File: config.mk
export PLATFORM = sky130hd
export DESIGN_NAME = mirq_top
export DESIGN_NICKNAME = d
export VERILOG_FILES = /design/src/mirq_nand_tree.v /design/src/mirq_top.v
export VERILOG_INCLUDE_DIRS = /design/src /design/src/src
export SDC_FILE = /design/constraint.sdc
export NUM_CORES = 1
export LEC_CHECK = 0
export ABC_AREA = 1
export BUFFER_PORTS_ARGS = -buffer_cell sky130_fd_sc_hd__buf_2
export CAP_MARGIN = 40
export CORE_AREA = 2 2 76 71
export DETAILED_ROUTE_END_ITERATION = 16
export DIE_AREA = 0 0 78 73
export GPL_ROUTABILITY_DRIVEN = 0
export PLACE_DENSITY = 0.83
export SKIP_CTS_REPAIR_TIMING = 1
export SLEW_MARGIN = 20
export SYNTH_ARGS = -nofsm -noshare
export SYNTH_HDL_FRONTEND = slang
export SYNTH_HIERARCHICAL = 1
export SYNTH_SLANG_ARGS = --single-unit
File: constraint.sdc
create_clock -name pclk -period 4.1 [get_ports pclk]
set_input_delay 0.82 -clock pclk [delete_from_list [all_inputs] [get_ports pclk]]
set_output_delay 0.82 -clock pclk [all_outputs]
set_load 0.005 [all_outputs]
File: src/mirq_regs.vh
// constants and register map of the monitor interrupt and test pin block
// What this block does
// - active-low external interrupt input is forwarded to the interrupt output
// - interrupt output asserts when external, board alert or chassis source signals
// - interrupt output is push-pull, selectable active-high or active-low
// - high chassis input is latched and held after the input falls
// - active-low test input starts connectivity test and resets control, status, enable, chassis latch and reset timer; address straps hold
// - during test the lowest address pin becomes the test chain output
// - slave address low bits come from three straps, bit 0 least significant
// - active-low open-drain general-purpose output for power or fan control
// - shared open-drain output gives master reset or temperature alarm
`ifndef MIRQ_REGS_VH
`define MIRQ_REGS_VH

// byte offsets on the register bus
`define MIRQ_CTRL_OFS 12'h000
`define MIRQ_STAT_OFS 12'h004
`define MIRQ_CLR_OFS 12'h008
`define MIRQ_IEN_OFS 12'h00c
`define MIRQ_PINS_OFS 12'h010

// control fields
`define MIRQ_CTRL_POL 0
`define MIRQ_CTRL_GPO 1
`define MIRQ_CTRL_RSTSEL 2
`define MIRQ_CTRL_RSTGO 3
`define MIRQ_CTRL_EXTEN 4
`define MIRQ_CTRL_BTIEN 5
`define MIRQ_CTRL_CHEN 6
`define MIRQ_CTRL_W 7
`define MIRQ_CTRL_RST 7'h70

// status, clear and enable fields
`define MIRQ_EV_EXT 0
`define MIRQ_EV_BTI 1
`define MIRQ_EV_CHS 2
`define MIRQ_EV_OT 3
`define MIRQ_EV_W 4
`define MIRQ_STAT_RST 4'h0
`define MIRQ_IEN_RST 4'h0

// pins register fields
`define MIRQ_PINS_ADDR 0
`define MIRQ_PINS_TEST 3
`define MIRQ_PINS_CHL 4

// tree width: number of pins chained in the connectivity test
`define MIRQ_TREE_N 6

// master reset pulse timing
`define MIRQ_CLK_NS 40
`define MIRQ_RST_PULSE_NS 20000
`define MIRQ_RST_CYC (`MIRQ_RST_PULSE_NS / `MIRQ_CLK_NS)
`define MIRQ_RST_CW 10

`endif

File: src/mirq_nand_tree.v
// nand chain over the monitored pins for board connectivity testing
`timescale 1ns/1ps
`default_nettype none
`include "mirq_regs.vh"

module mirq_nand_tree (
	// pins under test
	input wire [`MIRQ_TREE_N-1:0] pins,
	// chain result
	output wire result
);

	wire [`MIRQ_TREE_N:0] stage;

	// chain seeded high so a single pin toggle flips the result
	assign stage[0] = 1'b1;
	genvar i;
	generate
		for (i = 0; i < `MIRQ_TREE_N; i = i + 1) begin : g_stage
			assign stage[i+1] = ~(stage[i] & pins[i]);
		end
	endgenerate

	assign result = stage[`MIRQ_TREE_N];

endmodule
`default_nettype wire

File: src/mirq_top.v
// interrupt aggregation, general outputs, address straps and test mode of the monitor
//
// Added by the designer: the placing of the registers and the APB interface to the registers.
`timescale 1ns/1ps
`default_nettype none
`include "mirq_regs.vh"

module mirq_top (
	// clock and reset
	input wire pclk,
	input wire presetn,
	// apb slave
	input wire psel,
	input wire penable,
	input wire pwrite,
	input wire [11:0] paddr,
	input wire [31:0] pwdata,
	output reg [31:0] prdata,
	output reg pready,
	output reg pslverr,
	// interrupt sources
	input wire ext_int_n,
	input wire board_temp_alert_n,
	input wire chassis_intrusion_in,
	input wire overtemp_alarm,
	// interrupt outputs
	output reg int_out,
	output reg irq,
	// connectivity test and address straps
	input wire connectivity_test_n,
	input wire addr_bit0_test_out_i,
	output reg addr_bit0_test_out_o,
	output reg addr_bit0_test_out_oe,
	input wire addr_bit1,
	input wire addr_bit2,
	output reg [2:0] slave_addr_low,
	// open-drain outputs
	output reg power_ctrl_out_n_o,
	output reg power_ctrl_out_n_oe,
	output reg reset_or_overtemp_out_o,
	output reg reset_or_overtemp_out_oe
);

	// state
	reg [`MIRQ_CTRL_W-1:0] ctrl_r;
	reg [`MIRQ_EV_W-1:0] stat_r;
	reg [`MIRQ_EV_W-1:0] stat_nxt;
	reg [`MIRQ_EV_W-1:0] ien_r;
	reg chassis_latch_r;
	reg [`MIRQ_RST_CW-1:0] rst_cnt_r;
	reg rst_active_r;
	reg [31:0] rdata_nxt;
	reg addr_ok;

	wire test_active;
	wire wr_en;
	wire setup;
	wire clr_wr;
	wire ctrl_wr;
	wire ien_wr;
	wire [`MIRQ_EV_W-1:0] ev_now;
	wire [`MIRQ_EV_W-1:0] clr_bits;
	wire src_any;
	wire tree_out;
	wire [`MIRQ_TREE_N-1:0] tree_pins;
	wire [`MIRQ_RST_CW-1:0] rst_len;
	wire [31:0] rst_cyc_full;

	// test mode is the low level of the test pin
	assign test_active = ~connectivity_test_n;

	// bus phases: one wait-free access, write commits on the handshake edge
	assign setup = psel & ~penable;
	assign wr_en = psel & penable & pready & pwrite;
	assign ctrl_wr = wr_en & (paddr == `MIRQ_CTRL_OFS);
	assign clr_wr = wr_en & (paddr == `MIRQ_CLR_OFS);
	assign ien_wr = wr_en & (paddr == `MIRQ_IEN_OFS);
	assign clr_bits = clr_wr ? pwdata[`MIRQ_EV_W-1:0] : {`MIRQ_EV_W{1'b0}};
	// pulse length is below 1024 cycles, so the counter width holds it
	assign rst_cyc_full = `MIRQ_RST_CYC;
	assign rst_len = rst_cyc_full[`MIRQ_RST_CW-1:0];

	// current event levels feeding the sticky status
	assign ev_now[`MIRQ_EV_EXT] = ~ext_int_n;
	assign ev_now[`MIRQ_EV_BTI] = ~board_temp_alert_n;
	// latch held unless cleared now; a fresh high still sets, so one clear suffices
	assign ev_now[`MIRQ_EV_CHS] = (chassis_latch_r & ~clr_bits[`MIRQ_EV_CHS]) | chassis_intrusion_in;
	assign ev_now[`MIRQ_EV_OT] = overtemp_alarm;

	// any enabled source drives the pin; chassis uses its latch, not the raw input
	assign src_any = (ctrl_r[`MIRQ_CTRL_EXTEN] & ~ext_int_n)
		| (ctrl_r[`MIRQ_CTRL_BTIEN] & ~board_temp_alert_n)
		| (ctrl_r[`MIRQ_CTRL_CHEN] & chassis_latch_r);

	// pins chained in the connectivity test; address bit 0 is excluded, it is the output
	assign tree_pins = {addr_bit2, addr_bit1, overtemp_alarm, chassis_intrusion_in,
		board_temp_alert_n, ext_int_n};

	mirq_nand_tree u_tree (
		.pins(tree_pins),
		.result(tree_out)
	);

	// address decode for reads and the error answer
	always @* begin
		rdata_nxt = 32'h0000_0000;
		addr_ok = 1'b1;
		if (paddr == `MIRQ_CTRL_OFS) begin
			rdata_nxt[`MIRQ_CTRL_W-1:0] = ctrl_r;
		end else if (paddr == `MIRQ_STAT_OFS) begin
			rdata_nxt[`MIRQ_EV_W-1:0] = stat_r;
		end else if (paddr == `MIRQ_CLR_OFS) begin
			rdata_nxt = 32'h0000_0000; // write-only, reads zero
		end else if (paddr == `MIRQ_IEN_OFS) begin
			rdata_nxt[`MIRQ_EV_W-1:0] = ien_r;
		end else if (paddr == `MIRQ_PINS_OFS) begin
			rdata_nxt[`MIRQ_PINS_ADDR+2:`MIRQ_PINS_ADDR] = slave_addr_low;
			rdata_nxt[`MIRQ_PINS_TEST] = test_active;
			rdata_nxt[`MIRQ_PINS_CHL] = chassis_latch_r;
		end else begin
			addr_ok = 1'b0;
		end
	end

	// sticky status: a set in the same cycle as its clear is kept
	always @* begin
		stat_nxt = (stat_r & ~clr_bits) | ev_now;
	end

	// bus answer registered in the setup cycle, so every access ends after one access cycle
	always @(posedge pclk or negedge presetn) begin
		if (!presetn) begin
			pready <= 1'b0;
			pslverr <= 1'b0;
			prdata <= 32'h0000_0000;
		end else begin
			pready <= setup;
			pslverr <= setup & ~addr_ok;
			if (setup && !pwrite) begin
				prdata <= rdata_nxt;
			end else if (!(psel && penable)) begin
				prdata <= 32'h0000_0000; // no stale read data under a following write
			end
		end
	end

	// control register; the reset-go bit is a pulse, never stored
	always @(posedge pclk or negedge presetn) begin
		if (!presetn) begin
			ctrl_r <= `MIRQ_CTRL_RST;
		end else if (test_active) begin
			ctrl_r <= `MIRQ_CTRL_RST;
		end else if (ctrl_wr) begin
			ctrl_r <= pwdata[`MIRQ_CTRL_W-1:0];
			ctrl_r[`MIRQ_CTRL_RSTGO] <= 1'b0;
		end
	end

	// status and interrupt enable
	always @(posedge pclk or negedge presetn) begin
		if (!presetn) begin
			stat_r <= `MIRQ_STAT_RST;
			ien_r <= `MIRQ_IEN_RST;
		end else if (test_active) begin
			stat_r <= `MIRQ_STAT_RST;
			ien_r <= `MIRQ_IEN_RST;
		end else begin
			stat_r <= stat_nxt;
			if (ien_wr) begin
				ien_r <= pwdata[`MIRQ_EV_W-1:0];
			end
		end
	end

	// chassis latch holds after the input falls; a new high beats a clear
	always @(posedge pclk or negedge presetn) begin
		if (!presetn) begin
			chassis_latch_r <= 1'b0;
		end else if (test_active) begin
			chassis_latch_r <= 1'b0;
		end else if (chassis_intrusion_in) begin
			chassis_latch_r <= 1'b1;
		end else if (clr_bits[`MIRQ_EV_CHS]) begin
			chassis_latch_r <= 1'b0;
		end
	end

	// master reset pulse timer; a rewrite during the pulse restarts it
	always @(posedge pclk or negedge presetn) begin
		if (!presetn) begin
			rst_cnt_r <= {`MIRQ_RST_CW{1'b0}};
			rst_active_r <= 1'b0;
		end else if (test_active) begin
			rst_cnt_r <= {`MIRQ_RST_CW{1'b0}};
			rst_active_r <= 1'b0;
		end else if (ctrl_wr && pwdata[`MIRQ_CTRL_RSTGO]) begin
			rst_cnt_r <= rst_len - 1'b1;
			rst_active_r <= 1'b1;
		end else if (rst_cnt_r != {`MIRQ_RST_CW{1'b0}}) begin
			rst_cnt_r <= rst_cnt_r - 1'b1;
		end else begin
			rst_active_r <= 1'b0;
		end
	end

	// interrupt pin: polarity bit set gives active-high form, clear gives active-low
	always @(posedge pclk or negedge presetn) begin
		if (!presetn) begin
			int_out <= 1'b1;
			irq <= 1'b0;
		end else if (test_active) begin
			int_out <= 1'b1; // inactive in the reset default active-low form
			irq <= 1'b0;
		end else begin
			int_out <= ctrl_r[`MIRQ_CTRL_POL] ? src_any : ~src_any;
			irq <= |(stat_nxt & ien_r);
		end
	end

	// straps sampled only outside test, since bit 0 is then our own output
	always @(posedge pclk or negedge presetn) begin
		if (!presetn) begin
			slave_addr_low <= 3'h0;
		end else if (!test_active && !addr_bit0_test_out_oe) begin
			slave_addr_low <= {addr_bit2, addr_bit1, addr_bit0_test_out_i};
		end
	end

	// address bit 0 turns into the chain output during test
	always @(posedge pclk or negedge presetn) begin
		if (!presetn) begin
			addr_bit0_test_out_o <= 1'b0;
			addr_bit0_test_out_oe <= 1'b0;
		end else begin
			addr_bit0_test_out_o <= tree_out;
			addr_bit0_test_out_oe <= test_active;
		end
	end

	// open-drain outputs only ever pull low; enable high means pulling
	always @(posedge pclk or negedge presetn) begin
		if (!presetn) begin
			power_ctrl_out_n_o <= 1'b0;
			power_ctrl_out_n_oe <= 1'b0;
			reset_or_overtemp_out_o <= 1'b0;
			reset_or_overtemp_out_oe <= 1'b0;
		end else begin
			power_ctrl_out_n_o <= 1'b0;
			power_ctrl_out_n_oe <= ctrl_r[`MIRQ_CTRL_GPO] & ~test_active;
			reset_or_overtemp_out_o <= 1'b0;
			// select bit picks the master reset pulse, else the temperature alarm
			reset_or_overtemp_out_oe <= ~test_active & (ctrl_r[`MIRQ_CTRL_RSTSEL] ?
				rst_active_r : overtemp_alarm);
		end
	end

endmodule
`default_nettype wire

Word level (Yosys, flattened, before mapping)
Index checks and enable logic that the tools add are counted.
{"block": "op_classes", "addsub": 1, "n_eq_ne": 10, "muxes": 33, "bitwise_logic": 38, "n_reduce_logical": 9}
{"operator": "2-to-1 mux 32 bit", "count": 2}
{"operator": "2-to-1 mux 10 bit", "count": 3}
{"operator": "== test 12 x 4 -> 1 bit (second input constant)", "count": 2}
{"operator": "2-to-1 mux 4 bit", "count": 6}
{"operator": "2-to-1 mux 7 bit", "count": 3}
{"operator": "AND 1 bit", "count": 19}
{"operator": "2-to-1 mux 1 bit", "count": 17}
{"operator": "== test 12 x 3 -> 1 bit (second input constant)", "count": 1}
{"operator": "== test 12 x 5 -> 1 bit (second input constant)", "count": 1}
{"operator": "logical NOT 12 bit", "count": 1}
{"operator": "NOT 1 bit", "count": 12}
{"operator": "2-to-1 mux 5 bit", "count": 2}
{"operator": "nonzero test 10 bit", "count": 1}
{"operator": "subtractor 10 x 1 -> 10 bit (second input constant)", "count": 1}
{"operator": "AND 4 bit", "count": 2}
{"operator": "logical AND 1 bit", "count": 4}
{"operator": "inequality test 2 x 1 -> 1 bit (second input constant)", "count": 2}
{"operator": "NOT 4 bit", "count": 1}
{"operator": "OR 4 bit", "count": 1}
{"operator": "OR reduction 4 bit", "count": 1}
{"operator": "inequality test 3 x 1 -> 1 bit (second input constant)", "count": 1}
{"operator": "inequality test 3 x 2 -> 1 bit (second input constant)", "count": 1}
{"operator": "inequality test 3 bit (second input constant)", "count": 1}
{"operator": "OR 1 bit", "count": 3}
{"operator": "2 further kinds", "count": 3}
{"block": "word_totals", "register_bits": 70, "elab_cells": 107}

Logic depth before layout (Yosys ltp)
Gate-level depths: netlist of run 1.
{"block": "logic_depth", "word_depth": 12, "ltp_mapped": 10, "depth_no_buf": 10}

Hierarchy
The synthesis of run 1 kept the hierarchy.
{"module": "mirq_top", "n_inst": 1, "cells_each": 279, "area_each_um2": 2443.6, "seq_area_each_um2": 1106.1}
{"module": "mirq_nand_tree", "n_inst": 1, "cells_each": 6, "area_each_um2": 22.5, "seq_area_each_um2": 0.0}

Worst setup path before layout of run 1
OpenSTA, ideal clock, no wires.
{"block": "synth_path", "kind": "input -> register", "from": "input port paddr[11]", "to": "register irq", "arrival_ns": 1.632, "required_ns": 3.968, "slack_ns": 2.336, "path_stages": 10, "n_path_buf": 0, "path_cell_list": "nor2_2 > nand2_2 > nor2_4 > nand3_2 > o21ai_2 > nand2_1 > nand2_1 > nand2_1 > nor2_1 > nor2_1"}
{"block": "synth_between", "elab_chain_len": 10, "word_cells_on_any_way": 12, "classes_between": "1 x eq/ne; 2 x mux; 8 x bitwise; 1 x reduce/logical"}
{"item": "start: declaration", "line": "mirq_top.v:16", "rtl": "input wire [11:0] paddr,"}
{"item": "== test 12 x 4 -> 1 bit (no source line) *"}
{"item": "AND 1 bit *", "line": "mirq_top.v:76", "rtl": "assign clr_wr = wr_en & (paddr == `MIRQ_CLR_OFS);"}
{"item": "2-to-1 mux 4 bit *", "line": "mirq_top.v:78", "rtl": "assign clr_bits = clr_wr ? pwdata[`MIRQ_EV_W-1:0] : {`MIRQ_EV_W{1'b0}};"}
{"item": "NOT 1 bit", "line": "mirq_top.v:87", "rtl": "assign ev_now[`MIRQ_EV_CHS] = (chassis_latch_r & ~clr_bits[`MIRQ_EV_CHS]) | chassis_intrusion_in;"}
{"item": "AND 1 bit", "line": "mirq_top.v:87"}
{"item": "OR 1 bit", "line": "mirq_top.v:87"}
{"item": "OR 4 bit *", "line": "mirq_top.v:127", "rtl": "stat_nxt = (stat_r & ~clr_bits) | ev_now;"}
{"item": "AND 4 bit *", "line": "mirq_top.v:216", "rtl": "irq <= |(stat_nxt & ien_r);"}
{"item": "OR reduction 4 bit *", "line": "mirq_top.v:216"}
{"item": "2-to-1 mux 1 bit *", "line": "mirq_top.v:211", "rtl": "end else if (test_active) begin"}
{"item": "end signal: assignment", "line": "mirq_top.v:216"}
{"item": "end: declaration", "line": "mirq_top.v:28", "rtl": "output reg irq,"}
Every way passes the cells marked *; elsewhere a longest branch is shown, timed or not.
A chain may end at the register's enable or synchronous reset.

Final worst setup path of run 1
{"block": "layout_path", "from": "input port connectivity_test_n", "to": "register slave_addr_low[1]"}
{"block": "layout_between", "elab_chain_len": 1}
{"item": "start: declaration", "line": "mirq_top.v:30", "rtl": "input wire connectivity_test_n,"}
{"item": "logical AND 1 bit", "line": "mirq_top.v:224", "rtl": "end else if (!test_active && !addr_bit0_test_out_oe) begin"}
{"item": "end signal: assignment", "line": "mirq_top.v:225", "rtl": "slave_addr_low <= {addr_bit2, addr_bit1, addr_bit0_test_out_i};"}
{"item": "end: declaration", "line": "mirq_top.v:36", "rtl": "output reg [2:0] slave_addr_low,"}
No other way between the ends.

==> results of run 1 <==
## power groups by stage
stage	Clock, uW	Sequential, uW	Combinational, uW
2_1_floorplan	0	520	245
3_5_place_dp	0	527	306
3_3_place_gp	0	524	287
4_1_cts	339	520	309
5_1_grt	355	527	351
6_report	329	521	309
## worst max-delay path, stage by stage
cell and delay, ns:
buf_2 0.32, inv_2 0.23, or2_1 0.32, mux2_2 0.29
## stage by stage
step / power (uW) / util (%) / cells
global placement: 811 / 53.4 / 397
CTS: 1170 / 56.0 / 406
global route: 1230 / 56.0 / 406
detailed placement: 833 / 53.8 / 398
floorplan: 765 / - / 311
finish: 1160 / 56.0 / 406
## synthesized netlist by cell type (3+ instances only)
library cell	instances
a21oi_1	12
buf_4	29
dfrtp_1	40
dfstp_2	4
inv_1	32
inv_2	3
nand2_1	64
nand2_2	5
nand3_1	14
nand3_2	4
nand4_1	3
nor2_1	9
nor2_2	5
nor2_4	3
nor3_2	4
o21ai_0	19
xor2_1	5
## sequential cells by signal (all words and copies together), names as in the netlist
name	count
rst_cnt_r	10
prdata	7
ctrl_r	6
ien_r	4
stat_r	4
slave_addr_low	3
addr_bit0_test_out_o	1
addr_bit0_test_out_oe	1
chassis_latch_r	1
int_out	1
irq	1
power_ctrl_out_n_oe	1
pready	1
pslverr	1
reset_or_overtemp_out_oe	1
rst_active_r	1
## per-layer routing
metal | vias up | GRT usage [%] | share of wire, %
met5 | - | 0 | 0
met4 | 0 | 7.41 | 1.2
met3 | 6 | 3.59 | 5.6
met2 | 76 | 33.5 | 49
met1 | 941 | 25.4 | 44
li1 | 977 | - | -
## worst max-delay path by stage
stage / from / end / slack (ns) / cells after the start
2_1_floorplan: paddr[11] / irq$_DFF_PN0_ / 2.34 / 10
3_3_place_gp: connectivity_test_n / slave_addr_low[2]$_DFFE_PN0P_ / 2.02 / 4
3_5_place_dp: connectivity_test_n / slave_addr_low[1]$_DFFE_PN0P_ / 1.99 / 4
4_1_cts: connectivity_test_n / slave_addr_low[1]$_DFFE_PN0P_ / 2.31 / 4
5_1_grt: paddr[4] / irq$_DFF_PN0_ / 2.20 / 11
6_report: connectivity_test_n / slave_addr_low[1]$_DFFE_PN0P_ / 2.30 / 4
## layout make-up
type | instances | area (um2) | area share (%)
clock buffers | 5 | 68.8 | 2.46
clock inverters | 3 | 42.5 | 1.52
repair buffers | 50 | 265 | 9.46
multi-input cells | 201 | 1100 | 39.2
inverters | 36 | 138 | 4.91
well taps | 67 | 83.8 | 2.99
flip-flops and latches | 44 | 1110 | 39.5
## cells by family (layout without fill, tap and decap cells)
group	count (synthesis)	in the layout
flops	44	44
other cells	1	27
buf+inv	66	94
fa+ha+maj	1	1
mux	2	2
simple gates	121	121
compound gates	45	45
xor+xnor	5	5
## cells in the final DEF, fill, tap and decap left out, types with 5 or more instances in the layout
cell,instances
xor2_1,5
nand2_2,5
nand2_1,64
nor2_1,9
inv_1,32
conb_1,27
buf_2,49
o21ai_0,19
nand3_1,14
a21oi_1,12
nor2_2,5
dfrtp_1,40
clkbuf_8,5
==> impl_metrics.ini, run 1 <==
[clock_tree]
cts_tree = built
cts_sinks = 44
numCtsBuffers = 5
clkTransAtPathRegs_ns = 0.08
root_buffer = clkbuf_8
clk_latency_ns = 0.30
htreeDepth = 2
clk_path_buf_depth = 2

[finish]
num-nets-final = 396
finalInstanceArea_mm2 = 0.00280
fill_cells = 470
drive_above_1_share_pct = 28.3
areaGrowthSynthToFinish_pct = 13.6
antenna_cells = 0

[global_routing]
grt_usage_pct = 19.7
grt_pass1_wl_um = 8890
antenna_found_initial = 0
grt_max_degree = 31
grt_pass1_vias = 1952
overflow = 0

[critical_path]
rr_startpoint = rst_cnt_r[0]$_DFFE_PN0P_
rrSetupSlack_ns = 2.43
critPathLaunchType = input port
crit_type = input port to flip-flop
r2r-end = rst_cnt_r[2]$_DFFE_PN0P_
arrival_ns = 1.98
cp.required_ns = 4.28
end_kind = flip-flop
path_max_fanout = 18
rr_worst_depth = 7

[drt]
drt_first_pass_iters = 4
drt-vias-per-instance = 4.93
routedWlPerCell_um = 13.0
post-route-drc-count = 0
vias = 2000
wl_um = 5260
ant_nets = 0
drtIter0Drc = 137

[power]
pwr-share-seq_pct = 45.0
switching_share_pct = 32.7
p_int_uw = 780
p_leak_uw = 0.00148
power_frac_comb_pct = 26.6
ir_drop_mv = 0.224
p_sw_uw = 379
pwr-share-clk_pct = 28.4
power.density_mw_per_mm2 = 414

[die]
ios = 102
num_rows = 25
chipWidth_um = 78
start_util_pct = 49.3
die_h_um = 73
coreArea_mm2 = 0.00500
die-area_mm2 = 0.00569

[synthesis]
yosysSeqAreaShare_pct = 44.9
synth_edf_count = 0
synth-compound-area-share_pct = 11.1
synth.lib_cells_used.distinct = 39
yosysWarnings = 6
synthTopCellsByArea = dfrtp_1, nand2_1, buf_4, inv_1, dfstp_2
synth_mux_area_share_pct = 0.913
synth_largest_area_cell = dfrtp_1
syn-cell-area_mm2 = 0.00247
synth_seq_cells = 44
synth_ff_type = dfrtp_1
synth.avg_cell_area_um2 = 8.65
synth_xor_area_share_pct = 1.78
synth_top_family_by_area = simple AND/OR/NAND/NOR gates
ys_async_sr_fraction_pct = 100
synth-adder-area-share_pct = 0.507
synth_top_area_share_pct = 40.6
syn_inst = 285
synth-simple-area-share_pct = 26.2

[timing]
finalHoldWorstSlack_ns = 0.436
fin_crit_ns = 1.80
hold_viol = 0
fin_skew_ns = 0.00743
setup_viol = 0
rsz0062_at_grt = no
max_freq_ghz = 0.557
fin_crit_sh_pct = 43.8
fin_ws_ns = 2.30
tns_ns = 0
drv_slew = 0

[worst_hold_path]
hp-class = input port to async pin

[place]
post-place-ws_ns = 1.99
io_buffers = 49
post-dp-hpwl_um = 4060
place_area_mm2 = 0.00269

[run_status]
status = complete, no violations

[run]
cap_violations = 0
No activity file was read; power rests on OpenSTA's default activity.
==> run 2, diff against run 1 <==
--- a/config.mk
+++ b/config.mk
@@ -9,11 +9,11 @@
 export ABC_AREA = 1
 export BUFFER_PORTS_ARGS = -buffer_cell sky130_fd_sc_hd__buf_2
 export CAP_MARGIN = 40
-export CORE_AREA = 2 2 76 71
+export CORE_AREA = 2 2 79 73
 export DETAILED_ROUTE_END_ITERATION = 16
-export DIE_AREA = 0 0 78 73
+export DIE_AREA = 0 0 81 75
 export GPL_ROUTABILITY_DRIVEN = 0
-export PLACE_DENSITY = 0.83
+export PLACE_DENSITY = 0.79
 export SKIP_CTS_REPAIR_TIMING = 1
 export SLEW_MARGIN = 20
 export SYNTH_ARGS = -nofsm -noshare
==> constraint.sdc (replaced) <==
create_clock -name pclk -period 1.7 [get_ports pclk]
set_input_delay 0.34 -clock pclk [delete_from_list [all_inputs] [get_ports pclk]]
set_output_delay 0.34 -clock pclk [all_outputs]
set_load 0.005 [all_outputs]
==> run 2 against run 1 <==
Compared with the run above: via count rose by 0.75%; routed wire length fell by 2.6%; highest routed layer unchanged; non-clock buffer count rose by 4; cell area barely moved; setup slack got worse by 2.2 ns; flip-flop and latch count did not move.
==> impl_metrics.ini, run 2 (synthesized netlist as in run 1, its figures left out) <==
[run_status]
status = complete, no violations

[global_routing]
grt_pass1_wl_um = 8470
overflow = 0
grt_max_degree = 45
grt_usage_pct = 18.5
antenna_found_initial = 0
grt_pass1_vias = 1860

[die]
chipWidth_um = 81
die-area_mm2 = 0.00608
ios = 102
num_rows = 25
coreArea_mm2 = 0.00519
start_util_pct = 47.5
die_h_um = 75

[place]
place_area_mm2 = 0.00269
post-dp-hpwl_um = 3970
dp.cells = 400
io_buffers = 49

[timing]
finalHoldWorstSlack_ns = 0.107
fin_crit_ns = 1.59
rsz0062_at_grt = no
max_slew_margin_pct = 64.2
fin_crit_sh_pct = 93.6
tightest_slew_ns = 0.537
max_freq_ghz = 0.628
fin_skew_ns = 0.00785
hold_viol = 0
tns_ns = 0
setup_viol = 0
drv_slew = 0

[clock_tree]
htreeDepth = 2
root_buffer = clkbuf_8
numCtsBuffers = 5
cts_tree = built
cts_sinks = 44
clk_latency_ns = 0.30
clk_path_buf_depth = 2
clkTransAtPathRegs_ns = 0.08

[power]
p_sw_uw = 895
ir_drop_mv = 0.739
power.density_mw_per_mm2 = 953
p_leak_uw = 0.00148
power_frac_comb_pct = 29.9
pwr-share-seq_pct = 47.0
switching_share_pct = 33.6
pwr-share-clk_pct = 23.1
p_int_uw = 1770

[run]
cap_violations = 0

[critical_path]
end_kind = flip-flop
rrSetupSlack_ns = 0.11
cp.required_ns = 1.89
crit_type = flip-flop to flip-flop
arrival_ns = 1.78
path_max_fanout = 5
critPathLaunchType = flip-flop

[finish]
drive_above_1_share_pct = 29.8
mostFrequentLayoutCell = nand2_1
final_cells = 409
registers.top_by_ff_count = rst_cnt_r
areaGrowthSynthToFinish_pct = 13.6
antenna_cells = 0
final_cell_mix = nand2_1, buf_2, dfrtp_1
largestRegisters = rst_cnt_r: 10 flops, prdata: 7 flops, ctrl_r: 6 flops
largest_reg_flops = 10
finalInstanceArea_mm2 = 0.00280
num-nets-final = 400
post-route-util_pct = 54.0

[drt]
wl_um = 5120
routedWlPerCell_um = 12.5
post-route-drc-count = 0
vias = 2015
drt_first_pass_iters = 4
drtIter0Drc = 178
ant_nets = 0
drt-vias-per-instance = 4.93

[worst_hold_path]
hp-class = input port to async pin
[run 2: cell types whose count changed in the layout (fill, tap and decap cells not counted)]
cell | previous run | this run
buf_12 | 1 | 0
buf_4 | 0 | 5
bufinv_16 | 1 | 0
clkbuf_1 | 0 | 1
clkinvlp_4 | 1 | 0
ha_1 | 1 | 0
ha_2 | 0 | 1
nand2_1 | 64 | 63
nand2_2 | 5 | 6
nand3_1 | 14 | 12
nand3_2 | 4 | 6
[run 2: cell type report]
| class | count | area [um2] |
|---|---|---|
| fill | 495 | 2390 |
| inverter | 36 | 138 |
| timing repair buffer | 54 | 283 |
| sequential | 44 | 1110 |
| multi-input combinational | 201 | 1110 |
| clock inverter | 1 | 5.00 |
| clock buffer | 6 | 72.6 |
| tap | 67 | 83.8 |
[run 2: metal layers]
metal	GRT usage, %	part of all wire (%)	vias to the layer above
met5	0	0	-
met3	4.56	7.3	8
met4	6.59	1.6	0
met2	29.2	47	78
met1	25.2	44	945
li1	-	-	984
[run 2: worst max-delay path, stage by stage, from the launching register on]
cell and delay, ns:
dfrtp_1 0.41, inv_1 0.09, ha_2 0.20, nand2_2 0.10, nor3_4 0.28, nand3_2 0.15, nor3_1 0.19, nor2_1 0.06
[run 2: path summary, 6_finish.rpt]
| kind | from | depth (start not counted) | endpoint |
|---|---|---|---|
| worst min register to register | ctrl_r[6]$_DFFE_PN1P_ | 2 | ctrl_r[6]$_DFFE_PN1P_ |
| min in group pclk | addr_bit2 | 2 | addr_bit0_test_out_o$_DFF_PN0_ |
| worst min-delay path | presetn | 2 | prdata[4]$_DFFE_PN0P_ |
| max in group asynchronous | presetn | 2 | ctrl_r[4]$_DFFE_PN1P_ |
| worst max register to register | rst_cnt_r[0]$_DFFE_PN0P_ | 7 | rst_cnt_r[1]$_DFFE_PN0P_ |
| worst max-delay path | rst_cnt_r[0]$_DFFE_PN0P_ | 7 | rst_cnt_r[1]$_DFFE_PN0P_ |
[run 2: through the flow]
step	worst slack, ns	total power [uW]
after detailed placement	0.0791	2000
final	0.109	2670
after floorplan	0.295	1840
after global placement	0.148	1970
after CTS	0.0652	2620
after global routing	0.00775	2860
[run 2: power groups by stage]
stage / clock (uW) / sequential (uW) / combinational, uW
6_report: 617 / 1250 / 798
5_1_grt: 685 / 1270 / 909
4_1_cts: 636 / 1250 / 732
3_5_place_dp: 0 / 1270 / 731
3_3_place_gp: 0 / 1270 / 702
2_1_floorplan: 0 / 1250 / 591
==> run 3, diff against run 2 <==
--- a/config.mk
+++ b/config.mk
@@ -9,14 +9,13 @@
 export ABC_AREA = 1
 export BUFFER_PORTS_ARGS = -buffer_cell sky130_fd_sc_hd__buf_2
 export CAP_MARGIN = 40
-export CORE_AREA = 2 2 79 73
+export CORE_AREA = 2 2 78 73
 export DETAILED_ROUTE_END_ITERATION = 16
-export DIE_AREA = 0 0 81 75
+export DIE_AREA = 0 0 80 75
 export GPL_ROUTABILITY_DRIVEN = 0
-export PLACE_DENSITY = 0.79
+export PLACE_DENSITY = 0.78
 export SKIP_CTS_REPAIR_TIMING = 1
 export SLEW_MARGIN = 20
 export SYNTH_ARGS = -nofsm -noshare
 export SYNTH_HDL_FRONTEND = slang
-export SYNTH_HIERARCHICAL = 1
 export SYNTH_SLANG_ARGS = --single-unit
==> run 3 against run 2 <==
Compared with the run above: combinational power rose by 17%; cell area is 1.3% higher; die area decreased by 1.2%; final cell count rose by 4.4%; critical path type unchanged.
==> impl_metrics.ini, run 3 <==
[run_status]
status = complete, no violations

[die]
chipWidth_um = 80
ios = 102
die-area_mm2 = 0.00600
num_rows = 25
die_h_um = 75
coreArea_mm2 = 0.00513
start_util_pct = 46.9

[clock_tree]
root_buffer = clkbuf_8
clkTransAtPathRegs_ns = 0.08
cts_sinks = 44
cts_tree = built
numCtsBuffers = 5
htreeDepth = 2
clk_path_buf_depth = 2
clk_latency_ns = 0.30

[synthesis]
ys_async_sr_fraction_pct = 100
yosysSeqAreaShare_pct = 46.0
synth.most_common_cell = nand2_1
yosysWarnings = 0
syn-cell-area_mm2 = 0.00240
syn_inst = 294
synth_largest_area_cell = dfrtp_1
synth_ff_type = dfrtp_1
synth.avg_cell_area_um2 = 8.18
synth_top_area_share_pct = 41.6
synth_seq_cells = 44
synth.lib_cells_used.distinct = 36
synthTopCellsByArea = dfrtp_1, nand2_1, buf_4, inv_1, dfstp_2
synth_commonest_cells = nand2_1, dfrtp_1, inv_1
synth_edf_count = 0

[place]
place_area_mm2 = 0.00273
post-dp-hpwl_um = 4090
io_buffers = 49

[worst_hold_path]
hp-class = input port to async pin

[timing]
finalHoldWorstSlack_ns = 0.106
fin_crit_ns = 1.62
hold_viol = 0
max_slew_margin_pct = 64.3
tightest_slew_ns = 0.536
drv_slew = 0
setup_viol = 0
tns_ns = 0
fin_skew_ns = 0.00282
rsz0062_at_grt = no
max_freq_ghz = 0.617
fin_crit_sh_pct = 95.3

[drt]
vias = 2086
ant_nets = 0
drtIter0Drc = 179
wl_um = 5270
drt-vias-per-instance = 4.89
routedWlPerCell_um = 12.3
post-route-drc-count = 0
drt_first_pass_iters = 4

[power]
ir_drop_mv = 0.494
total_power_uw = 2930
power.density_mw_per_mm2 = 1030
p_leak_uw = 0.00152

[global_routing]
overflow = 0
antenna_found_initial = 0
grt_pass1_wl_um = 8700
grt_pass1_vias = 1873
grt_usage_pct = 19.1
grt_max_degree = 45

[critical_path]
path_max_fanout = 4
cp.required_ns = 1.89
end_kind = flip-flop
critPathLaunchType = flip-flop
crit_chain = inv_2, ha_4, nand3_2, nor3_2, nand3_1, inv_1, nand3_2, nor2_1, a21oi_1
crit_type = flip-flop to flip-flop
arrival_ns = 1.81
cpMostUsedCell = nand3_2
cp_slowest_stage_delay_ns = 0.42
cp_slowest_cell = dfrtp_1

[finish]
final_cell_mix = nand2_1, buf_2, dfrtp_1
num-nets-final = 417
largest_reg_flops = 10
largestRegisters = rst_cnt_r: 10 flops, prdata: 7 flops, ctrl_r: 6 flops
registers.top_by_ff_count = rst_cnt_r
drive_above_1_share_pct = 25.6
mostFrequentLayoutCell = nand2_1
finalInstanceArea_mm2 = 0.00284
antenna_cells = 0
areaGrowthSynthToFinish_pct = 18.0
post-route-util_pct = 55.3

[run]
cap_violations = 0
## run 3: stage by stage
| stage | setup slack [ns] | cells |
|---|---|---|
| detailed placement | 0.0271 | 419 |
| global placement | 0.0608 | 419 |
| global route | 0.000873 | 427 |
| finish | 0.0798 | 427 |
| CTS | 0.0633 | 427 |
| floorplan | 0.141 | 320 |
## run 3: kinds of logic (layout without fill, tap and decap cells)
kind of cell / Yosys count / after routing / synth area share (%)
adders and majority gates: 1 / 1 / 0.520
buffers and inverters: 65 / 105 / 14.4
xor gates and xnor gates: 6 / 6 / 2.19
DFF: 44 / 44 / 46.0
other: 1 / 27 / 0.156
AOI/OAI and AO/OA: 44 / 44 / 10.7
muxes: 3 / 3 / 1.40
and+or+nand+nor: 130 / 130 / 24.7
## run 3: worst paths after layout
| check | start | endpoint | slack, ns | cells after the start |
|---|---|---|---|---|
| setup / recovery | rst_cnt_r[0]$_DFFE_PN0P_ | rst_cnt_r[0]$_DFFE_PN0P_ | 0.08 | 9 |
| hold / removal | presetn | rst_cnt_r[7]$_DFFE_PN0P_ | 0.11 | 2 |
| setup reg to reg | rst_cnt_r[0]$_DFFE_PN0P_ | rst_cnt_r[0]$_DFFE_PN0P_ | 0.08 | 9 |
| hold reg to reg | prdata[2]$_DFFE_PN0P_ | prdata[2]$_DFFE_PN0P_ | 0.48 | 2 |
| max in group asynchronous | presetn | int_out$_DFF_PN1_ | 1.23 | 2 |
| min in group pclk | penable | pready$_DFF_PN0_ | 0.21 | 2 |
## run 3: power by group
group | total (uW) | switching [uW] | internal (uW)
registers | 1320 | 119 | 1200
clock network | 681 | 351 | 330
logic | 932 | 517 | 415
## run 3: cell type report
cell class | count | area [um2]
Tap cell | 67 | 83.8
Sequential cell | 44 | 1110
Clock buffer | 7 | 86.3
Timing Repair Buffer | 62 | 355
Multi-Input combinational cell | 211 | 1070
Fill cell | 492 | 2290
Inverter | 35 | 131
Clock inverter | 1 | 7.51
## run 3: critical path: cells and delay by family (launching register included)
kind,cells,cell delay (ns)
fa+ha+maj,1,0.16
compound gates,1,0.05
buf+inv,2,0.21
simple gates,5,0.67
flops,1,0.42
## run 3: layer usage
layer	GRT usage (%)	vias to the layer above	share of wire, %
met5	0	-	0
met2	28.5	83	45
met1	27.6	962	46
li1	-	1035	-
met4	7.53	0	1.2
met3	3.72	6	7.7
